[src/shared/tsn_pkg.sv]
// Purpose: constants and types for the timestamp and event notify block
// Assumes: 32-bit APB, 200 MHz system clock
// Notes: register offsets are byte addresses
package tsn_pkg;
   localparam logic [11:0] ctrl_addr = 12'h000;
   localparam logic [11:0] cfg_addr = 12'h004;
   localparam logic [11:0] notify_addr = 12'h008;
   localparam logic [11:0] capture_lo_addr = 12'h00C;
   localparam logic [11:0] capture_hi_addr = 12'h010;
   localparam logic [11:0] rate_addr = 12'h014;
   localparam logic [11:0] enables_addr = 12'h018;
   localparam logic [11:0] precision_addr = 12'h01C;
   // ctrl bits, write-one commands
   localparam int latch_bit = 0;
   localparam int clear_bit = 1;
   // cfg fields
   localparam int base_bit = 0;
   localparam int capture_bit = 1;
   localparam int clear_sel_lsb = 4;
   localparam int polarity_lsb = 8;
   // notify fields
   localparam int choice_lsb = 0;
   localparam int enable_bit = 8;
   localparam int num_events = 12;
   localparam int queue_depth = 8;
   localparam logic [31:0] local_rate_hz = 32'h0BEB_C200;
   localparam logic [31:0] network_rate_hz = 32'h3B9A_CA00;
   localparam logic [63:0] time_one = 64'h0000_0000_0000_0001;
   localparam logic [63:0] time_zero = 64'h0000_0000_0000_0000;
   typedef enum logic [1:0] {clear_none, clear_pin_one, clear_pin_two, clear_action_two}
      clear_trigger_type;
   typedef enum logic [1:0] {high_to_low_transition, low_to_high_transition,
      either_transition} clear_edge_type;
   typedef enum logic [3:0] {frame_begin_evt, exposure_begin_evt, exposure_finish_evt,
      acq_rearm_evt, accepted_trigger_evt, rejected_trigger_evt, dropped_picture_evt,
      count_one_done_evt, pin_one_up_evt, pin_one_down_evt, pin_two_up_evt,
      pin_two_down_evt, message_queue_overrun_evt} event_code_type;
   typedef struct packed {
      logic frame_begin;
      logic exposure_begin;
      logic exposure_finish;
      logic acq_rearm;
      logic trigger_accepted;
      logic trigger_rejected;
      logic picture_dropped;
      logic count_one_done;
   } camera_events_type;
   typedef struct packed {
      logic valid;
      event_code_type code;
      logic [63:0] stamp;
   } event_message_type;
endpackage : tsn_pkg

[src/hdl/timestamp_and_event_notify.sv]
// Purpose: 64-bit timestamp counter with latch/clear and an event notifier
// Assumes: inputs synchronous to clk_sys_in; APB slave with no wait states
// Notes: events leave one per cycle when the channel takes them
//
// What this block does
// - latch command copies counter to captured value
// - captured value is 64 bits, selected base
// - time base select picks local or network
// - precision mode forces network time base
// - ticks per second follows selected base
// - frame begin capture copies counter each frame
// - clear command zeroes the counter
// - clear zeroes local timer, and network timer only while precision mode is off
// - clear select none still honours command
// - input pin one or two clears counter
// - broadcast action two clears counter
// - polarity picks falling, rising or either edge
// - notify choice selects event's own enable
// - frame begin event sent per frame
// - exposure begin and finish events sent
// - rearm event when acquisition start allowed
// - accepted and rejected trigger events sent
// - dropped picture event on memory shortage
// - count one done event sent
// - four input pin edge events
// - overflow disables all events but the overrun notice, sends overrun
// - disabled events unsent, enabled sent; of those in one cycle only the lowest numbered
`timescale 1ns/1ps
`default_nettype none
module timestamp_and_event_notify (
   input wire logic clk_sys_in,
   input wire logic reset_in,
   input wire logic psel_in,
   input wire logic penable_in,
   input wire logic pwrite_in,
   input wire logic [11:0] paddr_in,
   input wire logic [31:0] pwdata_in,
   output logic [31:0] prdata_out,
   output logic pready_out,
   output logic pslverr_out,
   input wire logic network_tick_in,
   input wire logic precision_mode_in,
   input wire logic input_pin_one_in,
   input wire logic input_pin_two_in,
   input wire logic broadcast_action_two_in,
   input wire tsn_pkg::camera_events_type camera_events_in,
   input wire logic channel_ready_in,
   output var tsn_pkg::event_message_type event_out
);
   logic [63:0] local_time, next_local_time;
   logic [63:0] network_time, next_network_time;
   logic [63:0] captured_time_value, next_captured_time_value;
   logic time_base_select, next_time_base_select;
   logic capture_trigger_select, next_capture_trigger_select;
   tsn_pkg::clear_trigger_type clear_trigger_select, next_clear_trigger_select;
   tsn_pkg::clear_edge_type clear_edge_polarity, next_clear_edge_polarity;
   logic [3:0] notify_choice, next_notify_choice;
   logic [tsn_pkg::num_events:0] notify_enable, next_notify_enable;
   logic pin_one_prev, pin_two_prev;
   logic [31:0] next_prdata;
   logic pslverr, next_pslverr;
   tsn_pkg::event_message_type queue [tsn_pkg::queue_depth];
   tsn_pkg::event_message_type next_slot;
   logic [2:0] wr_ptr, rd_ptr, next_wr_ptr, next_rd_ptr;
   logic [3:0] fill, next_fill;
   tsn_pkg::event_message_type event_reg, next_event_reg;
   logic overrun_pending, next_overrun_pending;
   logic base_is_network, write_hit, latch_cmd, clear_cmd, hw_clear;
   logic [63:0] selected_time;
   logic [tsn_pkg::num_events-1:0] raw_events;
   logic one_up, one_down, two_up, two_down;

   function automatic logic edge_match(input logic prev, input logic now,
                                       input tsn_pkg::clear_edge_type pol);
      logic rise;
      logic fall;
      rise = now & ~prev;
      fall = prev & ~now;
      case (pol)
         tsn_pkg::high_to_low_transition: edge_match = fall;
         tsn_pkg::low_to_high_transition: edge_match = rise;
         tsn_pkg::either_transition: edge_match = rise | fall;
         default: edge_match = 1'b0;
      endcase
   endfunction : edge_match

   always_comb begin
      base_is_network = time_base_select | precision_mode_in;
      selected_time = base_is_network ? network_time : local_time;
      write_hit = psel_in & penable_in & pwrite_in;
      latch_cmd = write_hit && paddr_in == tsn_pkg::ctrl_addr && pwdata_in[tsn_pkg::latch_bit];
      clear_cmd = write_hit && paddr_in == tsn_pkg::ctrl_addr && pwdata_in[tsn_pkg::clear_bit];
      one_up = input_pin_one_in & ~pin_one_prev;
      one_down = pin_one_prev & ~input_pin_one_in;
      two_up = input_pin_two_in & ~pin_two_prev;
      two_down = pin_two_prev & ~input_pin_two_in;
      case (clear_trigger_select)
         tsn_pkg::clear_pin_one:
            hw_clear = edge_match(pin_one_prev, input_pin_one_in, clear_edge_polarity);
         tsn_pkg::clear_pin_two:
            hw_clear = edge_match(pin_two_prev, input_pin_two_in, clear_edge_polarity);
         tsn_pkg::clear_action_two: hw_clear = broadcast_action_two_in;
         default: hw_clear = 1'b0;
      endcase
      raw_events = {two_down, two_up, one_down, one_up, camera_events_in.count_one_done,
                    camera_events_in.picture_dropped, camera_events_in.trigger_rejected,
                    camera_events_in.trigger_accepted, camera_events_in.acq_rearm,
                    camera_events_in.exposure_finish, camera_events_in.exposure_begin,
                    camera_events_in.frame_begin};
   end

   // counters and capture
   always_comb begin
      next_local_time = local_time + tsn_pkg::time_one;
      // network time advances only on precision ticks; the engine itself is outside
      next_network_time = network_tick_in ? network_time + tsn_pkg::time_one : network_time;
      if (clear_cmd || hw_clear) begin
         next_local_time = tsn_pkg::time_zero;
         // the host turns precision mode off first, else the network timer keeps running
         if (!precision_mode_in) begin
            next_network_time = tsn_pkg::time_zero;
         end
      end
      next_captured_time_value = captured_time_value;
      if (latch_cmd) begin
         next_captured_time_value = selected_time;
      end else if (capture_trigger_select && camera_events_in.frame_begin) begin
         next_captured_time_value = selected_time;
      end
   end

   always_ff @(posedge clk_sys_in) begin
      if (reset_in) begin
         local_time <= tsn_pkg::time_zero;
         network_time <= tsn_pkg::time_zero;
         captured_time_value <= tsn_pkg::time_zero;
         pin_one_prev <= 1'b0;
         pin_two_prev <= 1'b0;
      end else begin
         local_time <= next_local_time;
         network_time <= next_network_time;
         captured_time_value <= next_captured_time_value;
         pin_one_prev <= input_pin_one_in;
         pin_two_prev <= input_pin_two_in;
      end
   end

   // register file
   always_comb begin
      next_time_base_select = time_base_select;
      next_capture_trigger_select = capture_trigger_select;
      next_clear_trigger_select = clear_trigger_select;
      next_clear_edge_polarity = clear_edge_polarity;
      next_notify_choice = notify_choice;
      next_notify_enable = notify_enable;
      next_prdata = 32'h0000_0000;
      next_pslverr = 1'b0;
      if (psel_in && !penable_in) begin
         case (paddr_in)
            tsn_pkg::ctrl_addr: next_prdata = 32'h0000_0000;
            tsn_pkg::cfg_addr: next_prdata = {22'h00_0000,
               2'(clear_edge_polarity), 2'h0, 2'(clear_trigger_select), 2'h0,
               capture_trigger_select, base_is_network};
            tsn_pkg::notify_addr: next_prdata = {23'h00_0000,
               notify_enable[notify_choice], 4'h0, notify_choice};
            tsn_pkg::capture_lo_addr: next_prdata = captured_time_value[31:0];
            tsn_pkg::capture_hi_addr: next_prdata = captured_time_value[63:32];
            tsn_pkg::rate_addr:
               next_prdata = base_is_network ? tsn_pkg::network_rate_hz
                                             : tsn_pkg::local_rate_hz;
            tsn_pkg::enables_addr: next_prdata = {19'h0_0000, notify_enable};
            tsn_pkg::precision_addr: next_prdata = {31'h0000_0000, precision_mode_in};
            default: next_pslverr = 1'b1;
         endcase
      end
      if (write_hit) begin
         case (paddr_in)
            tsn_pkg::cfg_addr: begin
               next_time_base_select = pwdata_in[tsn_pkg::base_bit];
               next_capture_trigger_select = pwdata_in[tsn_pkg::capture_bit];
               next_clear_trigger_select =
                  tsn_pkg::clear_trigger_type'(pwdata_in[tsn_pkg::clear_sel_lsb +: 2]);
               next_clear_edge_polarity =
                  tsn_pkg::clear_edge_type'(pwdata_in[tsn_pkg::polarity_lsb +: 2]);
            end
            tsn_pkg::notify_addr: begin
               next_notify_choice = pwdata_in[tsn_pkg::choice_lsb +: 4];
               if (pwdata_in[tsn_pkg::choice_lsb +: 4] <= 4'(tsn_pkg::num_events)) begin
                  next_notify_enable[pwdata_in[tsn_pkg::choice_lsb +: 4]] =
                     pwdata_in[tsn_pkg::enable_bit];
               end
            end
            default: ;
         endcase
      end
      if (overrun_pending) begin
         // the overrun notice itself stays enabled so the host learns of it
         next_notify_enable[tsn_pkg::num_events-1:0] = '0;
      end
   end

   always_ff @(posedge clk_sys_in) begin
      if (reset_in) begin
         time_base_select <= 1'b0;
         capture_trigger_select <= 1'b0;
         clear_trigger_select <= tsn_pkg::clear_none;
         clear_edge_polarity <= tsn_pkg::low_to_high_transition;
         notify_choice <= 4'h0;
         notify_enable <= '0;
         prdata_out <= 32'h0000_0000;
         pready_out <= 1'b1;
         pslverr <= 1'b0;
      end else begin
         time_base_select <= next_time_base_select;
         capture_trigger_select <= next_capture_trigger_select;
         clear_trigger_select <= next_clear_trigger_select;
         clear_edge_polarity <= next_clear_edge_polarity;
         notify_choice <= next_notify_choice;
         notify_enable <= next_notify_enable;
         prdata_out <= next_prdata;
         // no wait states, but kept in a flop so every output is registered
         pready_out <= 1'b1;
         pslverr <= next_pslverr;
      end
   end
   always_comb pslverr_out = pslverr;

   // event message queue: of events pending in one cycle, only the lowest numbered enters
   always_comb begin
      next_slot = '0;
      for (int i = tsn_pkg::num_events - 1; i >= 0; i--) begin
         if (raw_events[i] && notify_enable[i]) begin
            next_slot.valid = 1'b1;
            next_slot.code = tsn_pkg::event_code_type'(i);
            next_slot.stamp = selected_time;
         end
      end
      next_overrun_pending = 1'b0;
      next_wr_ptr = wr_ptr;
      next_rd_ptr = rd_ptr;
      next_fill = fill;
      next_event_reg = event_reg;
      if (event_reg.valid && channel_ready_in) begin
         next_event_reg.valid = 1'b0;
      end
      if (!next_event_reg.valid && fill != 4'h0) begin
         next_event_reg = queue[rd_ptr];
         next_rd_ptr = rd_ptr + 3'h1;
         next_fill = next_fill - 4'h1;
      end
      if (next_slot.valid) begin
         if (fill == 4'(tsn_pkg::queue_depth)) begin
            next_overrun_pending = 1'b1;
         end else begin
            next_wr_ptr = wr_ptr + 3'h1;
            next_fill = next_fill + 4'h1;
         end
      end
      if (overrun_pending && notify_enable[tsn_pkg::num_events]) begin
         // overrun notice bypasses the full queue by replacing the outgoing slot
         next_event_reg.valid = 1'b1;
         next_event_reg.code = tsn_pkg::message_queue_overrun_evt;
         next_event_reg.stamp = selected_time;
      end
   end

   always_ff @(posedge clk_sys_in) begin
      if (reset_in) begin
         wr_ptr <= 3'h0;
         rd_ptr <= 3'h0;
         fill <= 4'h0;
         event_reg <= '0;
         overrun_pending <= 1'b0;
      end else begin
         wr_ptr <= next_wr_ptr;
         rd_ptr <= next_rd_ptr;
         fill <= next_fill;
         event_reg <= next_event_reg;
         overrun_pending <= next_overrun_pending;
         if (next_slot.valid && fill != 4'(tsn_pkg::queue_depth)) begin
            queue[wr_ptr] <= next_slot;
         end
      end
   end
   always_comb event_out = event_reg;
endmodule : timestamp_and_event_notify
`default_nettype wire

[config.mk]
export PLATFORM = sky130hd
export DESIGN_NAME = timestamp_and_event_notify
export DESIGN_NICKNAME = d
export VERILOG_FILES = /design/src/shared/tsn_pkg.sv /design/src/hdl/timestamp_and_event_notify.sv
export SDC_FILE = /design/constraint.sdc
export NUM_CORES = 1
export LEC_CHECK = 0
export BUFFER_PORTS_ARGS = -buffer_cell sky130_fd_sc_hd__buf_2
export CAP_MARGIN = 15
export CORE_ASPECT_RATIO = 2
export CORE_UTILIZATION = 55
export CTS_CLUSTER_SIZE = 24
export DETAILED_ROUTE_END_ITERATION = 6
export GPL_TIMING_DRIVEN = 0
export HOLD_SLACK_MARGIN = 0.03
export PLACE_DENSITY_LB_ADDON = 0.2
export SYNTH_ARGS = -nofsm -noshare
export SYNTH_HDL_FRONTEND = slang
export SYNTH_SLANG_ARGS = --single-unit
[constraint.sdc]
create_clock -name clk_sys_in -period 22.3 [get_ports clk_sys_in]
set_input_delay 2.23 -clock clk_sys_in [delete_from_list [all_inputs] [get_ports clk_sys_in]]
set_output_delay 2.23 -clock clk_sys_in [all_outputs]
set_load 0.01 [all_outputs]
==> metrics.txt, run 1 <==
CTS H-tree lvls=3; Synth Flop Type=edfxtp_1; total half-perimeter wirelength after legalization and detailed placement=76400 µm; Layout Area Growth over Synthesis=13.9%; final net count=2964; number of gates resized after cts=0; Std-Cell Rows=131; unrepaired setup endpoints after global routing=false; kind of critical path=primary input to register; global-route wire length before repair=152000 µm; #FFs+latches synth=885; number of max-slew violations in the final report=8; Longest Clk Path Bufs=3; die outline area=65800 µm²; number of iterations in the first detailed-routing pass=7; initial antenna violation count=6; CTS hold repair buffers=0; sequential element share of the synthesized area=0.653; via count of the first global-routing pass=24.1k; Congestion Overflow GR=0; remaining max-slew budget at the tightest pin=-0.0643; endpoint arrival time on the critical path=5.55 ns; static leakage=14.7 nW; post-CTS setup buffers=0; Total GRT Usage=0.319; YS warnings=0; number of design rule violations left after detail routing=6; Mapped Nets=2676; CTS tree=yes; worst clock skew=0.0326 ns; final-layout fill cell count=4871; highest clock frequency the design can meet=192 MHz; Final Instance Count excl. Fillers=3756; Starting DRT DRC Count=2003; number of standard cells after synthesis=2603; Synth Area per Inst=13.7 µm²; final hold vios=0; Port Buffer Count=138; share of async-settable or async-resettable flops after synthesis=0; WP data required=22.64 ns; Post-Layout Inst Area=40500 µm²; CP endpoint kind=register; power per unit of standard cell area=87.6 nW/µm²; final worst-path setup slack=17.09 ns; Setup-failing EPs final=0; launch point of the worst hold path=local_time[0]$_SDFF_PP0_; violations in the final reports=design-rule violations, max-slew violations; Clock transition at path regs=0.07 ns; layout cells sized above 1=0.201; commonest non-fill, non-tap cells in the layout=edfxtp_1, nor2_1, dfxtp_1; synthesized area=35600 µm²; detailed-route wire length=103000 µm; share of the clock period used by the worst path=0.234; TritonCTS buffer count=75; number of enable-type register cells in the synthesized netlist=552; Root Buffer=clkbuf_16; post-place setup slack=16.44 ns; number of placed instances with taps included=3612; final critical path time including I/O delays and setup=5.21 ns; dpl cell area=38100 µm²; via density per instance=6.28; Top Ports=166; source of the critical timing path=input_pin_one_in; status=finished, violations left; Setup Total Neg Slack=0 ns; largest voltage drop on the vdd net=0.0708 mV; commonest non-fill, non-tap cell in the layout=edfxtp_1; slew at the pin with the worst max-slew slack=1.60 ns; largest net degree at the start of global routing=25; weighted congestion at the end of routability-driven global placement=0.951; # clock sinks=885; detailed-route wire length per cell=27.5 µm; Die H=362 µm; Power, Total=0.00355 W; class of the tightest hold or removal check=register to register; Starting Density=0.557; number of nets with antenna violations after detailed routing=0; Critical R2R Launch=notify_enable[11]$_SDFFE_PP0P_; Maximum Capacitance Violations=0; type of origin of the critical path=primary input; Synth cell types=61; placeable core region=63900 µm²; width of the die=182 µm; highest fanout seen on the critical path=10; vias after detailed routing=23.6k; Skew-Pair Late Insertion Delay=0.64 ns
power by group:
part | internal [W] | total, W | switching, W
Sequential | 0.00174 | 0.00175 | 0.0000175
Clock | 0.000719 | 0.00132 | 0.000602
Combinational | 0.000158 | 0.000479 | 0.000321
Total | 0.00261 | 0.00355 | 0.000940
Yosys cell counts (all sizes together) (13+ instances only):
master  instances  area [µm²]
dfxtp         333        6670
a221oi         14         123
nand4          37         238
mux2i          79         791
xor2           40         350
buf            55         250
xnor2          88         771
o21ai          17        85.1
inv            32         120
a22oi          13        97.6
mux2           71         800
a211oi         65         488
nor3           36         185
nand3          46         235
a21oi         216        1080
clkbuf        105         395
nor4           31         215
mux4          141        3180
edfxtp        552       16600
and3           14        90.1
nand2          92         345
nor2          407        1530
a222oi         15         150
final cells by class:
type,instances,area (µm²),share of cell area
sequential,885,23200,0.573
multi-input combinational,1526,11600,0.287
clock buffer,104,2120,0.0522
timing repair buffer,211,1450,0.0358
tap,798,998,0.0246
buffer,160,646,0.0159
clock inverter,36,332,0.00818
inverter,32,120,0.00296
antenna,4,10.0,0.000247
registers in the layout, indices dropped and copies added (netlist names), named ones only:
| name | flops |
|---|---|
| event_out | 69 |
| notify_enable | 13 |
| captured_time_value | 64 |
| notify_choice | 4 |
| pin_one_prev | 1 |
| pin_two_prev | 1 |
| time_base_select | 1 |
| overrun_pending | 1 |
| prdata_out | 32 |
| pslverr_out | 1 |
| clear_trigger_select | 2 |
| fill | 4 |
| rd_ptr | 3 |
| network_time | 64 |
| local_time | 64 |
| queue | 552 |
| wr_ptr | 3 |
| capture_trigger_select | 1 |
| clear_edge_polarity | 2 |
final timing paths:
| check | slack [ns] | end | cells after the start |
|---|---|---|---|
| min reg2reg | 0.47 | local_time[0]$_SDFF_PP0_ | 1 |
| min | 0.47 | local_time[0]$_SDFF_PP0_ | 1 |
| max | 17.09 | queue[2][36]$_DFFE_PP_ | 14 |
| max reg2reg | 18.52 | queue[2][36]$_DFFE_PP_ | 11 |
cell families after synthesis:
logic type,after synthesis,share of synthesized area
AOI/OAI and AO/OA,374,0.0646
xor gates and xnor gates,128,0.0315
adders and majority gates,10,0.00352
buffers and inverters,192,0.0215
DFF,885,0.653
muxes,291,0.134
other,1,0.000105
and+or+nand+nor,722,0.0916
per-layer routing:
metal	vias up	part of all wire	GRT usage
met4	6	0.069	0.210
met5	-	0.00026	0
met3	310	0.067	0.0491
li1	10300	-	-
met2	1093	0.51	0.556
met1	11800	0.35	0.361
metrics by stage:
stage                      util  hold WS [ns]
final                     0.634         0.470
after floorplan               -         0.429
after global placement    0.583         0.446
after global routing      0.634         0.503
after detailed placement  0.596         0.453
after CTS                 0.634         0.469
critical path, stage by stage:
cell	delay, ns
buf_2	0.11
inv_1	0.07
ha_1	0.21
a22o_1	0.17
nand2b_1	0.24
o21ai_0	0.17
clkbuf_1	0.32
nor4_2	0.77
buf_4	0.32
buf_4	0.21
buf_4	0.21
buf_6	0.16
buf_4	0.18
buf_4	0.17
Power figures use the tool's default switching activity.
==> inputs of run 2 (changes only) <==
==> constraint.sdc (replaced) <==
create_clock -name clk_sys_in -period 4.39 [get_ports clk_sys_in]
set_input_delay 0.439 -clock clk_sys_in [delete_from_list [all_inputs] [get_ports clk_sys_in]]
set_output_delay 0.439 -clock clk_sys_in [all_outputs]
set_load 0.01 [all_outputs]
==> run 2 against run 1 <==
Effect of this change:
- the run ends with design-rule violations left
- sequential power grew to 5.1 times the previous value
- flip-flop and latch count unchanged
- die area did not move
- non-clock buffer count shrank 25
- count of clock-buffer cells in the layout is 11 lower
- clock skew down 0.0062 ns
- critical path depth down 9
- setup slack worse by 16 ns
- routed wire length fell by 0.27%
- critical endpoint is now queue[2][57]$_DFFE_PP_
- highest routed layer is now met4
==> metrics.txt, run 2 (synthesized netlist as in run 1, its figures left out) <==
kind of critical path=register to register; power per unit of standard cell area=449 nW/µm² (+410%); CTS H-tree lvls=3 (unchanged); final hold vios=0 (unchanged); width of the die=182 µm (unchanged); highest fanout seen on the critical path=10 (unchanged); reg-to-reg setup timing slack=0.64 ns (-17.88 ns); met1 GRT Util=0.365 (+0.00322); Post-Layout Inst Area=40800 µm² (+0.63%); vias after detailed routing=23.6k (-0.19%); Critical R2R Launch=time_base_select$_SDFFE_PP0P_; TritonCTS buffer count=75 (unchanged); slew at the pin with the worst max-slew slack=1.28 ns (-0.313 ns); commonest non-fill, non-tap cells in the layout=edfxtp_1, nor2_1, dfxtp_1; total half-perimeter wirelength after legalization and detailed placement=76000 µm (-0.49%); Slowest cell on crit path=nor2_1; highest clock frequency the design can meet=267 MHz; Total GRT Usage=0.316 (-0.00263); worst hold stages=3 (+2); number of max-slew violations in the final report=0 (-8); Top Ports=166 (unchanged); count of buffer and inverter cells on the critical path=2 (-7); WP data required=4.69 ns (-17.95 ns); detailed-route wire length per cell=27.6 µm (+0.48%); Layout Area Growth over Synthesis=14.7%; Clock transition at path regs=0.07 ns (about the same); Root Buffer=clkbuf_16; worst clock skew=0.0265 ns (-0.00617 ns); critical register-to-register path endpoint=queue[2][57]$_DFFE_PP_; via density per instance=6.32 (+0.55%); number of design rule violations left after detail routing=25 (+19); Starting Density=0.557 (unchanged); final critical path time including I/O delays and setup=3.75 ns; status=finished, violations left; post-CTS setup buffers=0 (unchanged); Die H=362 µm (unchanged); largest register by flop count=queue; depth of the most critical reg-to-reg path=5 (-6); unrepaired setup endpoints after global routing=false; number of gates resized after cts=0 (unchanged); Setup Total Neg Slack=0 ns (unchanged); CTS tree=yes; layout cells sized above 1=0.196 (-0.00477); number of iterations in the first detailed-routing pass=7 (unchanged); remaining max-slew budget at the tightest pin=0.145 (+0.209); Longest Clk Path Bufs=3 (unchanged); commonest non-fill, non-tap cell in the layout=edfxtp_1; launch point of the worst hold path=pwdata_in[9]; detailed-route wire length=103000 µm (-0.27%); Std-Cell Rows=131 (unchanged); cell chain of the critical path=nor2_1, buf_1, buf_1, mux2i_1, nor2_1; busiest layer in global routing=met2; class of the tightest hold or removal check=primary input to register; final net count=2939 (-0.84%); Starting DRT DRC Count=2392 (+19%); Min-Delay Endpoint=clear_edge_polarity[1]$_SDFFE_PP0P_; CTS hold repair buffers=0 (unchanged); number of nets with antenna violations after detailed routing=0 (unchanged); routing usage on met2=0.550 (-0.00611); violations in the final reports=design-rule violations; die outline area=65800 µm² (unchanged); CP endpoint kind=register; Worst path top cell family by delay=buffers and inverters; dpl cell area=38200 µm² (+0.37%); Setup-failing EPs final=0 (unchanged); static leakage=14.7 nW (about the same); initial antenna violation count=4 (-2); share of the clock period used by the worst path=0.854; type of origin of the critical path=register; Power, Total=0.0183 W (+420%); Congestion Overflow GR=0 (unchanged); largest voltage drop on the vdd net=0.383 mV (+440%); endpoint arrival time on the critical path=4.05 ns (-1.50 ns); Skew-Pair Late Insertion Delay=0.63 ns (about the same); placeable core region=63900 µm² (unchanged); largest net degree at the start of global routing=24 (-4.0%); weighted congestion at the end of routability-driven global placement=0.951 (about the same); # clock sinks=885 (unchanged); Maximum Capacitance Violations=0 (unchanged); global-route wire length before repair=151000 µm (-1.2%); max FFs per register=552 (unchanged); via count of the first global-routing pass=23.9k (-0.60%); global-route met3 utilization=0.0507 (+0.00161); slowest cell delay on critical path=0.83 ns (+0.06 ns); Port Buffer Count=138 (unchanged)
[run 2: changes by cell type in the layout (fill, tap and decap cells not counted), sizes merged]
| cell | previous run | this run |
|---|---|---|
| inv | 38 | 39 |
| bufinv | 4 | 8 |
| diode | 4 | 1 |
| buf | 266 | 241 |
| clkinvlp | 7 | 13 |
| clkbuf | 209 | 198 |
[run 2: worst reg2reg max path: cells and delay by family (launching register included)]
kind	cells	cell delay [ns]
simple gates	2	1.09
mux	1	0.69
buf+inv	2	1.31
flops	1	0.35
[run 2: where the power goes]
group	switching [W]	internal, W
sequential	0.0000922	0.00882
combinational	0.00164	0.000789
clock	0.00311	0.00386
[run 2: layout make-up]
class                           count  area (µm²)
Antenna cell                        1        2.50
Buffer                            160         646
Clock buffer                       93        2060
Clock inverter                     47         512
Fill cell                        4794       23100
Inverter                           32         120
Multi-Input combinational cell   1526       11700
Sequential cell                   885       23200
Tap cell                          798         998
Timing Repair Buffer              186        1550
[run 2: routing by layer]
metal / vias to the layer above / wire length, µm
met1: 11900 / 36800
met2: 1123 / 52200
li1: 10300 / -
met4: 0 / 6750
met3: 258 / 7160
met5: - / 0
[run 2: worst max-delay path by stage]
stage,cells past startpoint,from,slack [ns],endpoint
after floorplan,7,input_pin_one_in,-1.28,queue[2][0]$_DFFE_PP_
after global placement,8,input_pin_one_in,-6.39,queue[2][33]$_DFFE_PP_
after detailed placement,6,precision_mode_in,0.57,queue[3][57]$_DFFE_PP_
after CTS,5,time_base_select$_SDFFE_PP0P_,0.76,queue[5][57]$_DFFE_PP_
after global routing,5,time_base_select$_SDFFE_PP0P_,0.67,queue[0][57]$_DFFE_PP_
final,5,time_base_select$_SDFFE_PP0P_,0.64,queue[2][57]$_DFFE_PP_
[run 2: metrics by stage]
stage | std cells | utilization | worst slack, ns | hold WS [ns]
finish | 3728 | 0.638 | 0.640 | 0.0653
global route | 3727 | 0.638 | 0.671 | 0.0776
CTS | 3727 | 0.638 | 0.759 | 0.0440
detailed placement | 3587 | 0.598 | 0.571 | 0.453
global placement | 3539 | 0.584 | -6.39 | 0.447
floorplan | 2603 | - | -1.28 | 0.429
